`config.mk`:
```
export PLATFORM = sky130hd
export DESIGN_NAME = ssas_sequencer
export DESIGN_NICKNAME = d
export VERILOG_FILES = /design/src/common/ssas_pkg.sv /design/src/rtl/ssas_sar.sv /design/src/rtl/ssas_sequencer.sv
export SDC_FILE = /design/constraint.sdc
export NUM_CORES = 1
export LEC_CHECK = 0
export BUFFER_PORTS_ARGS = -buffer_cell sky130_fd_sc_hd__buf_2
export CORE_MARGIN = 1.5
export CORE_UTILIZATION = 35
export CTS_CLUSTER_DIAMETER = 40
export CTS_CLUSTER_SIZE = 12
export DETAILED_ROUTE_END_ITERATION = 8
export PLACE_DENSITY = 0.66
export SETUP_SLACK_MARGIN = 0.4
export SLEW_MARGIN = 20
export SYNTH_ARGS = -nofsm -noshare
export SYNTH_HDL_FRONTEND = slang
export SYNTH_SLANG_ARGS = --single-unit
```
`constraint.sdc`:
```
create_clock -name pclk -period 2 [get_ports pclk]
set_input_delay 0.1 -clock pclk [delete_from_list [all_inputs] [get_ports pclk]]
set_output_delay 0.1 -clock pclk [all_outputs]
set_load 0.02 [all_outputs]
```
`src/common/ssas_pkg.sv`:
```
// Behaviour
// - All selected channels are held together at one instant before any is digitized.
// - Acquisition lasts 20 clock cycles whatever the group size.
// - Each channel conversion takes 40 clock cycles.
// - Groups of two, three or four held channels convert one after another.
// - Each channel has its own result register, readable in any order.
// - Results are 11 bits wide in twos complement.
// - Busy output is low for 40 cycles per channel; rising means results updated.
// - Trigger is asynchronous; acquisition starts on the edge after two synchronised samples see it high.
// - Group select 00:in2,in3; 01:+aux; 10:in1-in3; 11:in1-in3 plus aux.
package ssas_pkg;
   localparam int RES_W = 11;
   localparam int ACQ_CYCLES = 20;
   localparam int CONV_CYCLES = 40;
   localparam int SAR_STEP = 3;
   localparam logic [5:0] ACQ_LAST = 6'h13;
   localparam logic [5:0] CONV_LAST = 6'h27;
   localparam logic [1:0] STEP_LAST = 2'h2;
   localparam logic [1:0] CH_IN1 = 2'h0;
   localparam logic [1:0] CH_IN2 = 2'h1;
   localparam logic [1:0] CH_IN3 = 2'h2;
   localparam logic [1:0] CH_AUX = 2'h3;
   localparam logic [7:0] OFS_RESULT0 = 8'h00;
   localparam logic [7:0] OFS_STATUS = 8'h10;
   localparam logic [7:0] OFS_IRQ_STAT = 8'h14;
   localparam logic [7:0] OFS_IRQ_MASK = 8'h18;
   localparam logic [7:0] OFS_CTRL = 8'h1c;
   localparam int IRQ_DONE_BIT = 0;
   localparam int IRQ_OVR_BIT = 1;
   localparam logic [1:0] IRQ_MASK_RST = 2'h0;
   localparam logic CTRL_EN_RST = 1'b1;
   typedef enum logic [1:0] {S_IDLE, S_ACQ, S_CONV} ssas_state_e;
endpackage

```
`src/rtl/ssas_sar.sv`:
```
`timescale 1ns/10ps
module ssas_sar #(
   parameter int RES_W = ssas_pkg::RES_W
) (
   input wire logic pclk,
   input wire logic presetn,
   input wire logic start,
   input wire logic cmp_in,
   output logic [RES_W-1:0] dac_code,
   output logic [RES_W-1:0] result,
   output logic done
);
   logic running_q;
   logic [5:0] cnt_q;
   logic [1:0] step_q;
   logic [3:0] bitpos_q;
   logic [RES_W-1:0] dac_q;
   logic trials_left;

   assign trials_left = (bitpos_q != 4'hf);
   assign done = running_q && (cnt_q == ssas_pkg::CONV_LAST);
   assign dac_code = dac_q;
   // Offset binary from the DAC becomes twos complement by flipping the sign bit.
   assign result = {~dac_q[RES_W-1], dac_q[RES_W-2:0]};

   always_ff @(posedge pclk or negedge presetn)
   begin
      if (!presetn)
      begin
         running_q <= 1'b0;
         cnt_q <= 6'h00;
      end
      else if (start)
      begin
         running_q <= 1'b1;
         cnt_q <= 6'h00;
      end
      else if (done)
      begin
         running_q <= 1'b0;
      end
      else if (running_q)
      begin
         cnt_q <= cnt_q + 6'h01;
      end
   end

   // One bit trial every three cycles; the slack at the end keeps the 40 cycle frame.
   always_ff @(posedge pclk or negedge presetn)
   begin
      if (!presetn)
      begin
         step_q <= 2'h0;
         bitpos_q <= 4'hf;
         dac_q <= '0;
      end
      else if (start)
      begin
         step_q <= 2'h1;
         bitpos_q <= 4'(RES_W - 1);
         dac_q <= '0;
         dac_q[RES_W-1] <= 1'b1;
      end
      else if (running_q && trials_left)
      begin
         if (step_q == ssas_pkg::STEP_LAST)
         begin
            step_q <= 2'h0;
            bitpos_q <= bitpos_q - 4'h1;
            if (!cmp_in)
            begin
               dac_q[bitpos_q] <= 1'b0;
            end
         end
         else
         begin
            step_q <= step_q + 2'h1;
            if (step_q == 2'h0)
            begin
               dac_q[bitpos_q] <= 1'b1;
            end
         end
      end
   end

   property p_conv_len;
      @(posedge pclk) disable iff (!presetn)
      start |-> ##40 done;
   endproperty
   a_conv_len: assert property (p_conv_len) else $error("conversion did not take 40 cycles");

   property p_trials_done;
      @(posedge pclk) disable iff (!presetn)
      done |-> !trials_left;
   endproperty
   a_trials_done: assert property (p_trials_done) else $error("bit trials not finished within the frame");
endmodule // ssas_sar

```
`src/rtl/ssas_sequencer.sv`:
```
`timescale 1ns/10ps
module ssas_sequencer #(
   parameter int RES_W = ssas_pkg::RES_W
) (
   input wire logic pclk,
   input wire logic presetn,
   input wire logic psel,
   input wire logic penable,
   input wire logic pwrite,
   input wire logic [7:0] paddr,
   input wire logic [31:0] pwdata,
   output logic [31:0] prdata,
   output logic pready,
   output logic pslverr,
   input wire logic sample_trigger,
   input wire logic group_select_lsb,
   input wire logic group_select_msb,
   input wire logic aux_select_lsb,
   input wire logic aux_select_msb,
   input wire logic cmp_in,
   output logic [RES_W-1:0] dac_code,
   output logic hold_en,
   output logic [1:0] chan_sel,
   output logic [1:0] aux_sel,
   output logic busy_n,
   output logic irq
);
   // ****************************************************************
   // Pin synchronisers
   // ****************************************************************
   logic [4:0] pin_s1_q;
   logic [4:0] pin_s2_q;
   logic [4:0] pin_s3_q;
   logic [4:0] pin_lvl_q;
   logic trig_rise;

   always_ff @(posedge pclk or negedge presetn)
   begin
      if (!presetn)
      begin
         pin_s1_q <= 5'h00;
         pin_s2_q <= 5'h00;
         pin_s3_q <= 5'h00;
         pin_lvl_q <= 5'h00;
      end
      else
      begin
         pin_s1_q <= {aux_select_msb, aux_select_lsb, group_select_msb, group_select_lsb, sample_trigger};
         pin_s2_q <= pin_s1_q;
         pin_s3_q <= pin_s2_q;
         pin_lvl_q <= (pin_s2_q & pin_s3_q) | (pin_lvl_q & (pin_s2_q ^ pin_s3_q));
      end
   end

   // A new trigger level counts once the two late stages agree, filtering single-sample glitches.
   assign trig_rise = pin_s2_q[0] && pin_s3_q[0] && !pin_lvl_q[0];

   // ****************************************************************
   // Sequencer
   // ****************************************************************
   function automatic logic [1:0] first_chan(input logic [1:0] grp);
      first_chan = grp[1] ? ssas_pkg::CH_IN1 : ssas_pkg::CH_IN2;
   endfunction

   function automatic logic [1:0] last_chan(input logic [1:0] grp);
      last_chan = grp[0] ? ssas_pkg::CH_AUX : ssas_pkg::CH_IN3;
   endfunction

   function automatic logic [7:0] group_cycles(input logic [1:0] grp);
      group_cycles = 8'(ssas_pkg::CONV_CYCLES * (2 + int'(grp[1]) + int'(grp[0])));
   endfunction

   ssas_pkg::ssas_state_e state_q;
   logic [5:0] cnt_q;
   logic [1:0] grp_q;
   logic [1:0] chan_q;
   logic [1:0] aux_q;
   logic busy_n_q;
   logic hold_q;
   logic ctrl_en_q;
   logic [1:0] irq_stat_q;
   logic [1:0] irq_mask_q;
   logic [RES_W-1:0] result_q [4];
   logic sar_start;
   logic sar_done;
   logic [RES_W-1:0] sar_result;
   logic acq_end;
   logic last_done;
   logic start_ok;

   assign acq_end = (state_q == ssas_pkg::S_ACQ) && (cnt_q == ssas_pkg::ACQ_LAST);
   assign last_done = sar_done && (chan_q == last_chan(grp_q));
   assign sar_start = acq_end || (sar_done && !last_done);
   assign start_ok = trig_rise && ctrl_en_q && (state_q == ssas_pkg::S_IDLE);

   always_ff @(posedge pclk or negedge presetn)
   begin
      if (!presetn)
      begin
         state_q <= ssas_pkg::S_IDLE;
         cnt_q <= 6'h00;
      end
      else
      begin
         unique case (state_q)
            ssas_pkg::S_IDLE:
            begin
               cnt_q <= 6'h00;
               if (start_ok)
               begin
                  state_q <= ssas_pkg::S_ACQ;
               end
            end
            ssas_pkg::S_ACQ:
            begin
               cnt_q <= cnt_q + 6'h01;
               if (acq_end)
               begin
                  state_q <= ssas_pkg::S_CONV;
               end
            end
            ssas_pkg::S_CONV:
            begin
               if (last_done)
               begin
                  state_q <= ssas_pkg::S_IDLE;
               end
            end
         endcase
      end
   end

   // Selects are taken at the trigger, so later pin changes cannot disturb a running group.
   always_ff @(posedge pclk or negedge presetn)
   begin
      if (!presetn)
      begin
         grp_q <= 2'h0;
         aux_q <= 2'h0;
         chan_q <= ssas_pkg::CH_IN2;
      end
      else if (start_ok)
      begin
         grp_q <= pin_lvl_q[2:1];
         aux_q <= pin_lvl_q[4:3];
         chan_q <= first_chan(pin_lvl_q[2:1]);
      end
      else if (sar_done && !last_done)
      begin
         chan_q <= chan_q + 2'h1;
      end
   end

   // All inputs freeze together at the end of acquisition and stay held for the whole group.
   always_ff @(posedge pclk or negedge presetn)
   begin
      if (!presetn)
      begin
         hold_q <= 1'b0;
         busy_n_q <= 1'b1;
      end
      else if (acq_end)
      begin
         hold_q <= 1'b1;
         busy_n_q <= 1'b0;
      end
      else if (last_done)
      begin
         hold_q <= 1'b0;
         busy_n_q <= 1'b1;
      end
   end

   always_ff @(posedge pclk or negedge presetn)
   begin
      if (!presetn)
      begin
         for (int i = 0; i < 4; i++)
         begin
            result_q[i] <= '0;
         end
      end
      else if (sar_done)
      begin
         result_q[chan_q] <= sar_result;
      end
   end

   ssas_sar #(
      .RES_W(RES_W)
   ) u_sar (
      .pclk(pclk),
      .presetn(presetn),
      .start(sar_start),
      .cmp_in(cmp_in),
      .dac_code(dac_code),
      .result(sar_result),
      .done(sar_done)
   );

   assign hold_en = hold_q;
   assign chan_sel = chan_q;
   assign aux_sel = aux_q;
   assign busy_n = busy_n_q;

   // ****************************************************************
   // APB slave and interrupts
   // ****************************************************************
   logic wr_en;
   logic rd_en;
   logic mapped;
   logic [1:0] irq_set;

   assign pready = 1'b1;
   assign mapped = (paddr[1:0] == 2'h0) && (paddr <= ssas_pkg::OFS_CTRL);
   assign pslverr = psel && penable && !mapped;
   assign wr_en = psel && penable && pwrite && mapped;
   assign rd_en = psel && !penable && !pwrite;
   assign irq_set = {start_ok ? 1'b0 : (trig_rise && (state_q != ssas_pkg::S_IDLE)), last_done};
   assign irq = |(irq_stat_q & irq_mask_q);

   always_ff @(posedge pclk or negedge presetn)
   begin
      if (!presetn)
      begin
         irq_stat_q <= 2'h0;
         irq_mask_q <= ssas_pkg::IRQ_MASK_RST;
         ctrl_en_q <= ssas_pkg::CTRL_EN_RST;
      end
      else
      begin
         if (wr_en && (paddr == ssas_pkg::OFS_IRQ_STAT))
         begin
            irq_stat_q <= (irq_stat_q & ~pwdata[1:0]) | irq_set;
         end
         else
         begin
            irq_stat_q <= irq_stat_q | irq_set;
         end
         if (wr_en && (paddr == ssas_pkg::OFS_IRQ_MASK))
         begin
            irq_mask_q <= pwdata[1:0];
         end
         if (wr_en && (paddr == ssas_pkg::OFS_CTRL))
         begin
            ctrl_en_q <= pwdata[0];
         end
      end
   end

   // Read data is captured in the setup cycle so it stands stable through the access cycle.
   always_ff @(posedge pclk or negedge presetn)
   begin
      if (!presetn)
      begin
         prdata <= 32'h0000_0000;
      end
      else if (rd_en)
      begin
         prdata <= 32'h0000_0000;
         if (paddr < ssas_pkg::OFS_STATUS && paddr[1:0] == 2'h0)
         begin
            prdata[RES_W-1:0] <= result_q[paddr[3:2]];
         end
         else if (paddr == ssas_pkg::OFS_STATUS)
         begin
            prdata[7:0] <= {aux_q, grp_q, chan_q, hold_q, !busy_n_q};
         end
         else if (paddr == ssas_pkg::OFS_IRQ_STAT)
         begin
            prdata[1:0] <= irq_stat_q;
         end
         else if (paddr == ssas_pkg::OFS_IRQ_MASK)
         begin
            prdata[1:0] <= irq_mask_q;
         end
         else if (paddr == ssas_pkg::OFS_CTRL)
         begin
            prdata[0] <= ctrl_en_q;
         end
      end
   end

   // ****************************************************************
   // Checks
   // ****************************************************************
   logic in_acq;
   logic in_conv;
   logic [7:0] busy_len_q;

   assign in_acq = (state_q == ssas_pkg::S_ACQ);
   assign in_conv = (state_q == ssas_pkg::S_CONV);

   always_ff @(posedge pclk or negedge presetn)
   begin
      if (!presetn)
      begin
         busy_len_q <= 8'h00;
      end
      else if (busy_n_q)
      begin
         busy_len_q <= 8'h00;
      end
      else
      begin
         busy_len_q <= busy_len_q + 8'h01;
      end
   end

   property p_acq_len;
      @(posedge pclk) disable iff (!presetn)
      $rose(in_conv) |-> $past(in_acq, 20) && !$past(in_acq, 21);
   endproperty
   a_acq_len: assert property (p_acq_len) else $error("acquisition was not 20 cycles");

   property p_hold_all;
      @(posedge pclk) disable iff (!presetn)
      hold_en == in_conv;
   endproperty
   a_hold_all: assert property (p_hold_all) else $error("inputs not held during conversion");

   property p_busy_len;
      @(posedge pclk) disable iff (!presetn)
      $rose(busy_n) |-> busy_len_q == group_cycles(grp_q);
   endproperty
   a_busy_len: assert property (p_busy_len) else $error("busy low time wrong for group");

   property p_first_chan;
      @(posedge pclk) disable iff (!presetn)
      $rose(in_conv) |-> chan_sel == first_chan(grp_q);
   endproperty
   a_first_chan: assert property (p_first_chan) else $error("wrong first channel for group");

   property p_last_chan;
      @(posedge pclk) disable iff (!presetn)
      $fell(in_conv) |-> $past(chan_q) == last_chan(grp_q);
   endproperty
   a_last_chan: assert property (p_last_chan) else $error("group ended on wrong channel");

   property p_result_store;
      @(posedge pclk) disable iff (!presetn)
      sar_done |=> result_q[$past(chan_q)] == $past(sar_result);
   endproperty
   a_result_store: assert property (p_result_store) else $error("result not stored in its register");

   property p_trig_start;
      @(posedge pclk) disable iff (!presetn)
      (trig_rise && ctrl_en_q && !in_acq && !in_conv) |=> in_acq && busy_n_q;
   endproperty
   a_trig_start: assert property (p_trig_start) else $error("trigger did not start acquisition");

   property p_acq_cause;
      @(posedge pclk) disable iff (!presetn)
      $rose(in_acq) |-> $past(trig_rise);
   endproperty
   a_acq_cause: assert property (p_acq_cause) else $error("acquisition started without trigger");

   property p_twos;
      @(posedge pclk) disable iff (!presetn)
      sar_done |=> result_q[$past(chan_q)][RES_W-1] == !$past(dac_code[RES_W-1]);
   endproperty
   a_twos: assert property (p_twos) else $error("stored result not twos complement");

   c_full_group: cover property (@(posedge pclk) disable iff (!presetn) $fell(in_conv) && grp_q == 2'h3);
   c_two_group: cover property (@(posedge pclk) disable iff (!presetn) $fell(in_conv) && grp_q == 2'h0);
   c_overrun: cover property (@(posedge pclk) disable iff (!presetn) irq_set[1]);
   c_irq: cover property (@(posedge pclk) disable iff (!presetn) $rose(irq));
endmodule // ssas_sequencer

```
# --- Yosys cells after proc, flatten, opt, wreduce, memory -nomap -nowiden ---
# Cells that the tools add are included.
totals:
  regBits: 120
classes:
  n_lt_le_gt_ge: 7
  n_addsub: 5
  n_bitwise: 15
  reduce_logical: 47
  eq_ne: 16
  mux: 47
ops:
  columns: ["cell", "n"]
  rows:
  - ["two-way mux 11 bit", 8]
  - ["bitwise mux 44 bit", 1]
  - ["== test 8 x 5 -> 1 bit (second input constant)", 4]
  - ["two-way mux 6 bit", 4]
  - ["logical AND 1 bit", 23]
  - ["binary-select mux 11 bit (select 2 bit)", 1]
  - ["demux 11 bit (select 2 bit)", 1]
  - ["two-way mux 2 bit", 11]
  - ["nonzero test 2 bit", 8]
  - ["two-way mux 1 bit", 13]
  - ["adder 6 x 1 -> 6 bit (second input constant)", 2]
  - ["two-way mux 4 bit", 3]
  - ["one-hot mux 6 bit (2 select lines)", 1]
  - ["AND 11 bit", 1]
  - ["inverter 11 bit", 1]
  - ["OR 11 bit", 1]
  - ["AND 5 bit", 2]
  - ["<= comparator 8 x 5 -> 1 bit (second input constant)", 1]
  - ["less-than comparator 8 x 5 -> 1 bit (second input constant)", 1]
  - ["two-way mux 8 bit", 1]
  - ["!= test 2 bit (second input constant)", 4]
  - ["== test 6 x 5 -> 1 bit (second input constant)", 1]
  - ["== test 6 bit (second input constant)", 1]
  - ["greater-or-equal comparator 3 bit (second input constant)", 2]
  - ["other kinds (27)", 41]

# --- Logic depth before layout (Yosys ltp) ---
# Gate-level depths: netlist of the first run.
depth:
  word_depth: 10
  depth_mapped: 8
  mapped_depth_nobuf: 5

# --- Cells and area by module ---
# Synthesis of the first run repeated with hierarchy kept, for this count alone.
unflattened:
  hier_cells: 467
  hier_area_um2: 5716.7
modules_own_cells:
  columns: ["module", "instances", "area_each_um2", "seq_area_each_um2", "cells_per_inst"]
  rows:
  - ["ssas_sequencer", 1, 4329.2, 2406.1, 322]
  - ["ssas_sar", 1, 1387.6, 605.6, 145]

# --- Least setup slack after synthesis of the first run ---
# Ideal clock, no wire load.
synth_path:
  path_kind: "register to register"
  from: "register u_sar.cnt_q[0]"
  to: "register result_q[13] (netlist name)"
  arrival_ns: 1.737
  setup_time_ns: 0.125
  slack_ns: 0.138
  stages_incl_launch_ff: 7
  required_time_ns: 1.875
  cell_sequence: "dfrtp_1 > ha_1 > and2_1 > clkbuf_1 > nand3_1 > buf_1 > mux2_2"
synth_via:
  elab_chain_len: 2
synth_lines:
  columns: ["item", "line", "text"]
  rows:
  - ["from (decl)", "ssas_sar.sv:14", "logic [5:0] cnt_q;"]
  - ["from (signal assigned)", "ssas_sar.sv:44", "cnt_q <= cnt_q + 6'h01;"]
  - ["== test 6 bit", "ssas_sar.sv:21", "assign done = running_q && (cnt_q == ssas_pkg::CONV_LAST);"]
  - ["logical AND 1 bit", "ssas_sar.sv:21", null]
  - ["to (signal, indexed assignment)", "ssas_sequencer.sv:185", "result_q[chan_q] <= sar_result;"]
  - ["to (decl)", "ssas_sequencer.sv:83", "logic [RES_W-1:0] result_q [4];"]
# No other way between the ends.
# A chain may end at the register's enable or synchronous reset.

# --- Worst setup path after layout of the first run ---
layout_path:
  from: "register u_sar.cnt_q[4]"
  to: "register state_q[0]"
layout_via:
  elab_chain_len: 5
layout_lines:
  columns: ["item", "line", "text"]
  rows:
  - ["== test 6 bit", "ssas_sar.sv:21", null]
  - ["logical AND 1 bit", "ssas_sar.sv:21", null]
  - ["logical AND 1 bit", "ssas_sequencer.sv:92", "assign last_done = sar_done && (chan_q == last_chan(grp_q));"]
  - ["!= test 2 bit (no source line)", null, null]
  - ["AND reduction 3 bit (no source line)", null, null]
  - ["to (signal assigned)", "ssas_sequencer.sv:100", "state_q <= ssas_pkg::S_IDLE;"]
  - ["to (signal assigned)", "ssas_sequencer.sv:111", "state_q <= ssas_pkg::S_ACQ;"]
  - ["to (signal assigned)", "ssas_sequencer.sv:119", "state_q <= ssas_pkg::S_CONV;"]
  - ["to (decl)", "ssas_sequencer.sv:73", "ssas_pkg::ssas_state_e state_q;"]
# No other way between the ends.

==> flow_metrics.py, run 1 <==
metrics = {
    "flow_run": {
        "maxCapViolations": 0,
    },
    "die": {
        "io_pins": 103,
        "fp.dieW_um": 130,
        "die_area_um2": 16800,
        "core_area_um2": 15800,
        "die_h_um": 130,
        "rows": 46,
        "start_util": 0.356,
    },
    "routing": {
        "routedWlPerCell_um": 16.6,
        "vias": 3895,
        "ant_nets": 0,
        "first_pass_iters": 5,
        "wirelength_um": 12800,
        "drc": 0,
        "drt_iter0_markers": 252,
        "vias_per_cell": 5.07,
    },
    "setup_path": {
        "cp_cell_sequence": "nor4bb_2, buf_4, nand4_1, a222oi_1, mux2i_1",
        "reg2regPathDepth": 5,
        "worstPathRequired_ps": 2330,
        "r2r_slack_ps": 260,
        "cp-end-kind": "flip-flop",
        "cp.arrival_ps": 2070,
        "worst_setup_path_start_kind": "flip-flop",
        "crit_fanout": 3,
        "cp_slowest_cell": "dfrtp_1",
        "critical_path.max_stage_delay_ps": 400,
        "critPathKind": "reg -> reg",
    },
    "power": {
        "power_w": 0.00648,
        "pwr_density_cell_nw_per_um2": 913,
        "leakagePower_nw": 3.33,
        "ir_drop_uv": 613,
    },
    "layout": {
        "fin_nets": 609,
        "antenna_cells": 0,
        "drive_above_1_share": 0.392,
        "area_growth_pct": 26.5,
        "final_util": 0.450,
        "final_cell_mix": "dfrtp_1, buf_2, mux2_2, nand2_1, buf_4",
        "final_common_cell": "dfrtp_1",
    },
    "synth": {
        "synth_warnings": 0,
        "synth_edf_count": 0,
        "ys_ff_latch": 120,
        "synth_cells": 454,
        "syn_area_per_cell_um2": 12.4,
        "synth.distinct_cells": 51,
        "async_flop_share": 1.00,
        "ys_seq_area_frac": 0.537,
        "synth.cell_area_um2": 5610,
        "synthFlopType": "dfrtp_1",
    },
    "grt": {
        "grt_util_met3": 0.0359,
        "antenna_found_initial": 0,
        "grt_use_met1": 0.187,
        "use_met2": 0.249,
        "grt_pass1_wl_um": 18900,
        "grt_max_degree": 56,
        "grt_overflow_total": 0,
        "track_usage": 0.149,
        "grt.busiest_layer": "met2",
        "grt_pass1_vias": 3692,
    },
    "cts": {
        "clock-sinks": 120,
        "clock_path_buffers": 2,
        "cts_buffers": 17,
        "clkLatencyLatePin_ps": 410,
        "cts_root_buffer": "clkbuf_16",
        "tritoncts": "yes",
        "cts.clk_slew.worst_paths_ps": 50,
        "htreeDepth": 4,
    },
    "timing": {
        "clock_skew_ps": 6.36,
        "worst_pin_slew_ps": 543,
        "rsz0062_at_grt": "yes",
        "fin_crit_sh": 0.868,
        "relSlewSlack": 0.635,
        "setup_tns_ps": 0,
        "fmax_mhz": 576,
        "drv_slew": 0,
        "whs_ps": 15.4,
        "fin_crit_ps": 1740,
        "hold_violations": 0,
        "finalSetupViolCount": 0,
    },
    "placed_design": {
        "port_buffers": 50,
        "gp_congestion": 0.838,
        "hpwl_um": 8180,
    },
    "min_path": {
        "min_path_type": "in -> reg",
        "holdPathStages": 3,
    },
    "outcome": {
        "outcome": "completed",
    },
}
cells by family after synthesis:
logic type                 share of synthesized area
DFF                                            0.537
and+or+nand+nor                               0.0997
AOI/OAI and AO/OA                             0.0863
muxes                                          0.159
buffers and inverters                         0.0674
adders and majority gates                     0.0402
xor gates and xnor gates                     0.00937
other                                        0.00134
routing by layer:
metal / share of wire / routed length (um)
met3: 0.042 / 541
met5: 0 / 0
met4: 0.020 / 257
met1: 0.43 / 5430
met2: 0.51 / 6530
what timing repair did:
item / in CTS / in global routing
endpoints found under the hold margin: 40 / 0
hold buffers: 9 / 0
gates resized for setup: 12 / 25
cloned: 0 / 3
pin swaps: 3 / 9
setup endpoints to repair: 64 / 70
buffers inserted: 8 / 10
final cells by class:
cell class                      instances  area [um2]
Fill cell                            1415        8670
Sequential cell                       120        3010
Multi-Input combinational cell        288        2410
Timing Repair Buffer                   97         714
Clock buffer                           26         519
Tap cell                              216         270
Clock inverter                          6         110
Inverter                               16        60.1
state kept, by name, indices dropped and copies added (netlist names), 4 cells and up:
register        flops
cnt_q               6
pin_lvl_q           5
pin_s1_q            5
pin_s2_q            5
pin_s3_q            5
prdata             11
result_q           44
u_sar.bitpos_q      4
u_sar.cnt_q         6
u_sar.dac_code     11
report_power, final:
group | internal [W] | switching, W | leakage [nW] | total [W]
logic | 0.000256 | 0.000367 | 1.48 | 0.000623
clock network | 0.00216 | 0.00103 | 0.303 | 0.00319
registers | 0.00254 | 0.000127 | 1.54 | 0.00267
total | 0.00496 | 0.00152 | 3.33 | 0.00648
cells in the mapped netlist, types with 7 or more instances:
master	n	area, um2
buf_2	8	40.0
buf_4	32	240
ha_1	18	225
dfrtp_1	113	2830
mux2_2	48	541
inv_1	16	60.1
a21oi_1	19	95.1
nor2_1	12	45.0
nand3_1	13	65.1
mux4_2	12	270
dfstp_2	7	184
nand2_1	34	128
o21ai_0	20	100
a21o_1	9	67.6
mux2i_1	8	80.1
path summary, 6_finish.rpt:
check,from,to
max,u_sar.cnt_q[4],state_q[0]
min,paddr[5],prdata[0]
max reg2reg,u_sar.cnt_q[4],state_q[0]
min reg2reg,pin_s1_q[3],pin_s2_q[3]
max in group asynchronous,presetn,u_sar.bitpos_q[0]
min in group asynchronous,presetn,pin_s1_q[0]
worst max-delay path, delay by kind of cell, from the launching register on:
kind | cells | cell delay (ps)
compound gates | 1 | 340
buf+inv | 1 | 190
flops | 1 | 400
mux | 1 | 230
simple gates | 2 | 490
stage by stage:
stage	setup WS [ps]	instances	area [um2]
after floorplan	380	474	5730
after global placement	209	707	6030
after detailed placement	156	707	6030
after CTS	288	756	6850
after global routing	157	769	7100
final	263	769	7100
No activity file was read; power rests on OpenSTA's default activity.
==> inputs of run 2 (changes only) <==
HOLD_SLACK_MARGIN = 0.05   (was unset)
SETUP_SLACK_MARGIN = unset   (was 0.4)
==> run 2 against run 1 <==
  * Sequential power barely moved
  * Design area fell by 5.0%
  * Worst hold slack improved by 87 ps
  * Sequential share of layout area rose by 2.2 points
  * Clock power fell by 8.5%
  * Clock-buffer cell count fell by 2
==> flow_metrics.py, run 2 (synthesized netlist as in run 1, its figures left out) <==
metrics = {
    "cts": {
        "clock_path_buffers": 2,
        "htreeDepth": 4,
        "cts_buffers": 17,
        "clock-sinks": 120,
        "cts.clk_slew.worst_paths_ps": 50,
        "cts_root_buffer": "clkbuf_16",
        "clkLatencyLatePin_ps": 410,
        "tritoncts": "yes",
    },
    "power": {
        "ir_drop_uv": 548,
        "pwr-share-comb": 0.092,
        "netSwitchingPower_w": 0.00147,
        "power_w": 0.00614,
        "pwr-share-seq": 0.433,
        "leakagePower_nw": 3.18,
        "switching_share": 0.240,
        "pwr-share-clk": 0.476,
        "power.internal_w": 0.00467,
        "pwr_density_cell_nw_per_um2": 910,
    },
    "routing": {
        "drt-met1-wl_um": 5100,
        "ant_nets": 0,
        "vias_per_cell": 4.96,
        "vias": 3720,
        "routedWlPerCell_um": 15.6,
        "wl_met2_um": 5900,
        "wirelength_um": 11700,
        "wl_met3_um": 503,
        "drc": 0,
        "dr.max_layer_used": "met4",
        "first_pass_iters": 4,
        "drt_iter0_markers": 240,
    },
    "placed_design": {
        "place_area_um2": 6030,
        "hpwl_um": 8210,
        "gp_congestion": 0.856,
        "dp.cells": 706,
        "port_buffers": 50,
    },
    "setup_path": {
        "cp-end-kind": "flip-flop",
        "cp.arrival_ps": 2190,
        "critical_path.max_stage_delay_ps": 370,
        "cp_cell_sequence": "ha_1, and2_1, nand4_1, a222oi_1, mux2i_1",
        "crit_family": "simple AND/OR/NAND/NOR gates",
        "r2r_end": "state_q[0]",
        "r2r_start": "u_sar.cnt_q[0]",
        "cp_slowest_cell": "dfrtp_1",
        "worst_setup_path_start_kind": "flip-flop",
        "worstPathRequired_ps": 2330,
        "r2r_slack_ps": 140,
        "critPathKind": "reg -> reg",
        "path_buf_inv": 0,
        "crit_fanout": 10,
        "reg2regPathDepth": 5,
    },
    "grt": {
        "grt_max_degree": 55,
        "grt_overflow_total": 0,
        "grt_pass1_wl_um": 18700,
        "grt_pass1_vias": 3735,
        "antenna_found_initial": 0,
        "track_usage": 0.146,
    },
    "min_path": {
        "min_to": "prdata[1]",
        "min_from": "paddr[4]",
        "holdPathStages": 3,
        "min_path_type": "in -> reg",
    },
    "die": {
        "start_util": 0.356,
        "rows": 46,
        "io_pins": 103,
        "core_area_um2": 15800,
        "die_area_um2": 16800,
        "fp.dieW_um": 130,
        "die_h_um": 130,
    },
    "timing": {
        "worst_pin_slew_ps": 539,
        "hold_violations": 0,
        "clock_skew_ps": 5.33,
        "fin_crit_ps": 1860,
        "relSlewSlack": 0.638,
        "drv_slew": 0,
        "fmax_mhz": 537,
        "finalSetupViolCount": 0,
        "whs_ps": 102,
        "rsz0062_at_grt": "no",
        "setup_tns_ps": 0,
        "fin_crit_sh": 0.931,
    },
    "layout": {
        "top_register": "result_q",
        "final_area_um2": 6740,
        "drive_above_1_share": 0.330,
        "largest_register_ffs": 44,
        "antenna_cells": 0,
        "final_cell_mix": "dfrtp_1, buf_2, mux2_2, nand2_1, conb_1",
        "finalNonFillerCells": 750,
        "fin_nets": 590,
        "final_common_cell": "dfrtp_1",
        "area_growth_pct": 20.2,
    },
    "flow_run": {
        "maxCapViolations": 0,
    },
    "outcome": {
        "outcome": "completed",
    },
}
## run 2: area by class of cell
| cell class | count | area [um2] |
|---|---|---|
| Inverter | 16 | 60.1 |
| Fill cell | 1472 | 9030 |
| Sequential cell | 120 | 3010 |
| Clock buffer | 24 | 512 |
| Clock inverter | 8 | 67.6 |
| Timing Repair Buffer | 78 | 515 |
| Tap cell | 216 | 270 |
| Multi-Input combinational cell | 288 | 2310 |
## run 2: tightest hold or removal path, cell delays in order
cell	delay, ps
buf_2	140
o211ai_1	100
o21ai_0	130
## run 2: worst max-delay path by stage
stage | startpoint | end | slack [ps] | depth (start not counted)
2_1_floorplan | u_sar.cnt_q[0] | result_q[13] | 140 | 6
3_3_place_gp | paddr[0] | prdata[4] | 220 | 5
6_report | u_sar.cnt_q[0] | state_q[0] | 140 | 5
3_5_place_dp | u_sar.cnt_q[0] | state_q[0] | 180 | 5
4_1_cts | busy_n | prdata[0] | 40 | 5
5_1_grt | u_sar.cnt_q[0] | state_q[0] | 9 | 5
## run 2: stage by stage
step                worst slack [ps]  utilization
floorplan                        138            -
global placement                 218        0.383
detailed placement               179        0.383
CTS                             40.9        0.426
global route                    9.27        0.428
finish                           138        0.428
## run 2: timing repair
action                                  CTS  global route
endpoints found under the hold margin    46             1
gates resized for setup                   0             2
hold buffers                             10             2
buffers inserted                          0             1
endpoints found under the setup margin    0             1
## run 2: metal layers
metal | up-vias | track usage
met3 | 15 | 0.0388
met2 | 107 | 0.243
li1 | 1708 | -
met5 | - | 0
met4 | 0 | 0.0621
met1 | 1890 | 0.181
## run 2: power by group through the flow
stage	clock network, W	registers (W)	logic [W]
after global placement	0	0.00268	0.000510
after global routing	0.00309	0.00267	0.000629
final	0.00292	0.00265	0.000563
after detailed placement	0	0.00269	0.000543
after CTS	0.00297	0.00265	0.000566
after floorplan	0	0.00266	0.000409
==> inputs of run 3 (changes only) <==
==> constraint.sdc (replaced) <==
create_clock -name pclk -period 2 [get_ports pclk]
set_input_delay 0 -clock pclk [delete_from_list [all_inputs] [get_ports pclk]]
set_output_delay 0 -clock pclk [all_outputs]
set_load 0.02 [all_outputs]
==> run 3 against run 2 <==
  * Die area did not move
  * Clock-buffer cell count rose by 1
  * Fmax fell by 0.50%
  * Sequential power barely moved
  * Global-route usage rose by 0.28 points
  * Register-to-register slack barely moved
  * Via count rose by 1.2%
==> flow_metrics.py, run 3 (synthesized netlist as in run 1, its figures left out) <==
metrics = {
    "routing": {
        "ant_nets": 0,
        "wirelength_um": 11900,
        "drt_iter0_markers": 301,
        "vias_per_cell": 4.99,
        "drc": 0,
        "routedWlPerCell_um": 15.7,
        "vias": 3766,
        "first_pass_iters": 4,
    },
    "grt": {
        "grt_pass1_wl_um": 19000,
        "antenna_found_initial": 0,
        "grt_max_degree": 75,
        "grt_pass1_vias": 3794,
        "track_usage": 0.149,
        "grt_overflow_total": 0,
    },
    "setup_path": {
        "critPathCapture": "state_q[0]",
        "path_depth": 5,
        "reg2regPathDepth": 5,
        "crit_family": "simple AND/OR/NAND/NOR gates",
        "cp-end-kind": "flip-flop",
        "critPathKind": "reg -> reg",
        "startpoint": "u_sar.cnt_q[0]",
        "cp_slowest_cell": "a222oi_1",
        "r2r_start": "u_sar.cnt_q[0]",
        "worstPathRequired_ps": 2310,
        "worst_setup_path_start_kind": "flip-flop",
        "r2r_slack_ps": 130,
        "cp_cell_sequence": "ha_1, and2_2, nand4_1, a222oi_1, mux2i_1",
        "path_buf_inv": 0,
        "r2r_end": "state_q[0]",
        "crit_fanout": 10,
        "critical_path.max_stage_delay_ps": 410,
        "cp.arrival_ps": 2180,
    },
    "power": {
        "netSwitchingPower_w": 0.00147,
        "leakagePower_nw": 3.22,
        "pwr-share-seq": 0.408,
        "pwr_density_cell_nw_per_um2": 950,
        "ir_drop_uv": 538,
        "switching_share": 0.226,
        "pwr-share-clk": 0.504,
        "power.internal_w": 0.00502,
        "pwr-share-comb": 0.087,
    },
    "placed_design": {
        "port_buffers": 50,
        "gp_congestion": 0.861,
        "dp.cells": 706,
        "hpwl_um": 8100,
    },
    "cts": {
        "cts.clk_slew.worst_paths_ps": 50,
        "tritoncts": "yes",
        "cts_buffers": 17,
        "clock_path_buffers": 2,
        "clock-sinks": 120,
        "clkLatencyLatePin_ps": 410,
        "cts_root_buffer": "clkbuf_16",
        "htreeDepth": 4,
    },
    "timing": {
        "worst_pin_slew_ps": 619,
        "setup_tns_ps": 0,
        "fin_crit_ps": 1870,
        "finalSetupViolCount": 0,
        "hold_violations": 0,
        "fin_crit_sh": 0.936,
        "rsz0062_at_grt": "no",
        "relSlewSlack": 0.586,
        "drv_slew": 0,
        "fmax_mhz": 534,
        "clock_skew_ps": 6.37,
        "whs_ps": 43.6,
    },
    "layout": {
        "final_common_cell": "dfrtp_1",
        "finalNonFillerCells": 754,
        "area_growth_pct": 21.8,
        "top_register": "result_q",
        "antenna_cells": 0,
        "largest_register_ffs": 44,
        "drive_above_1_share": 0.323,
        "fin_nets": 594,
        "final_util": 0.433,
        "final_cell_mix": "dfrtp_1, buf_2, mux2_2, nand2_1, conb_1",
        "nFillCells": 1420,
    },
    "die": {
        "die_area_um2": 16800,
        "rows": 46,
        "core_area_um2": 15800,
        "start_util": 0.356,
        "die_h_um": 130,
        "fp.dieW_um": 130,
        "io_pins": 103,
    },
    "outcome": {
        "outcome": "completed",
    },
    "min_path": {
        "min_path_type": "in -> async",
    },
    "flow_run": {
        "maxCapViolations": 0,
    },
}
[run 3: changes by cell type in the layout (fill, tap and decap cells not counted), sizes merged]
cell and delta:
bufinv +3, clkbuf +1, clkinv -4, dlygate4sd3 +4
[run 3: area by class of cell]
type                            instances  area, um2  area share
Clock inverter                          7        138      0.0201
Clock buffer                           25        505      0.0740
Multi-Input combinational cell        288       2300       0.337
Tap cell                              216        270      0.0396
Timing Repair Buffer                   82        543      0.0795
Sequential cell                       120       3010       0.441
Inverter                               16       60.1     0.00879
[run 3: worst min path at each step]
| stage | from | to | slack [ps] | depth (start not counted) |
|---|---|---|---|---|
| after global placement | presetn | pin_s1_q[0] | -70 | 1 |
| after detailed placement | presetn | pin_s1_q[0] | -60 | 1 |
| after floorplan | presetn | aux_sel[0] | -300 | 0 |
| after global routing | presetn | cnt_q[3] | 60 | 2 |
| after CTS | presetn | pin_s1_q[0] | 50 | 2 |
| final | presetn | cnt_q[3] | 40 | 2 |
[run 3: what timing repair did]
action | in CTS | in global routing
hold endpoints to repair | 125 | 1
endpoints found under the setup margin | 0 | 2
buffers inserted | 0 | 1
hold buffers | 14 | 2
gates resized for setup | 0 | 2
[run 3: metrics by stage]
stage          setup slack [ps]  power, W  instance area (um2)
3_3_place_gp                289   0.00319                 6020
5_1_grt                    13.0   0.00673                 6830
3_5_place_dp                162   0.00322                 6020
4_1_cts                    28.6   0.00653                 6810
2_1_floorplan               138   0.00307                 5680
6_report                    129   0.00649                 6830
[run 3: power by group through the flow]
| stage | Combinational [W] | Clock [W] | Sequential [W] |
|---|---|---|---|
| floorplan | 0.000409 | 0 | 0.00266 |
| global placement | 0.000512 | 0 | 0.00268 |
| detailed placement | 0.000535 | 0 | 0.00269 |
| CTS | 0.000559 | 0.00332 | 0.00265 |
| global route | 0.000635 | 0.00343 | 0.00267 |
| finish | 0.000566 | 0.00327 | 0.00265 |
[run 3: routing by layer]
layer | share of wire | global-route usage | vias up
met1 | 0.42 | 0.177 | 1912
met2 | 0.51 | 0.257 | 114
met5 | 0 | 0 | -
li1 | - | - | 1722
met3 | 0.049 | 0.0376 | 18
met4 | 0.019 | 0.0654 | 0
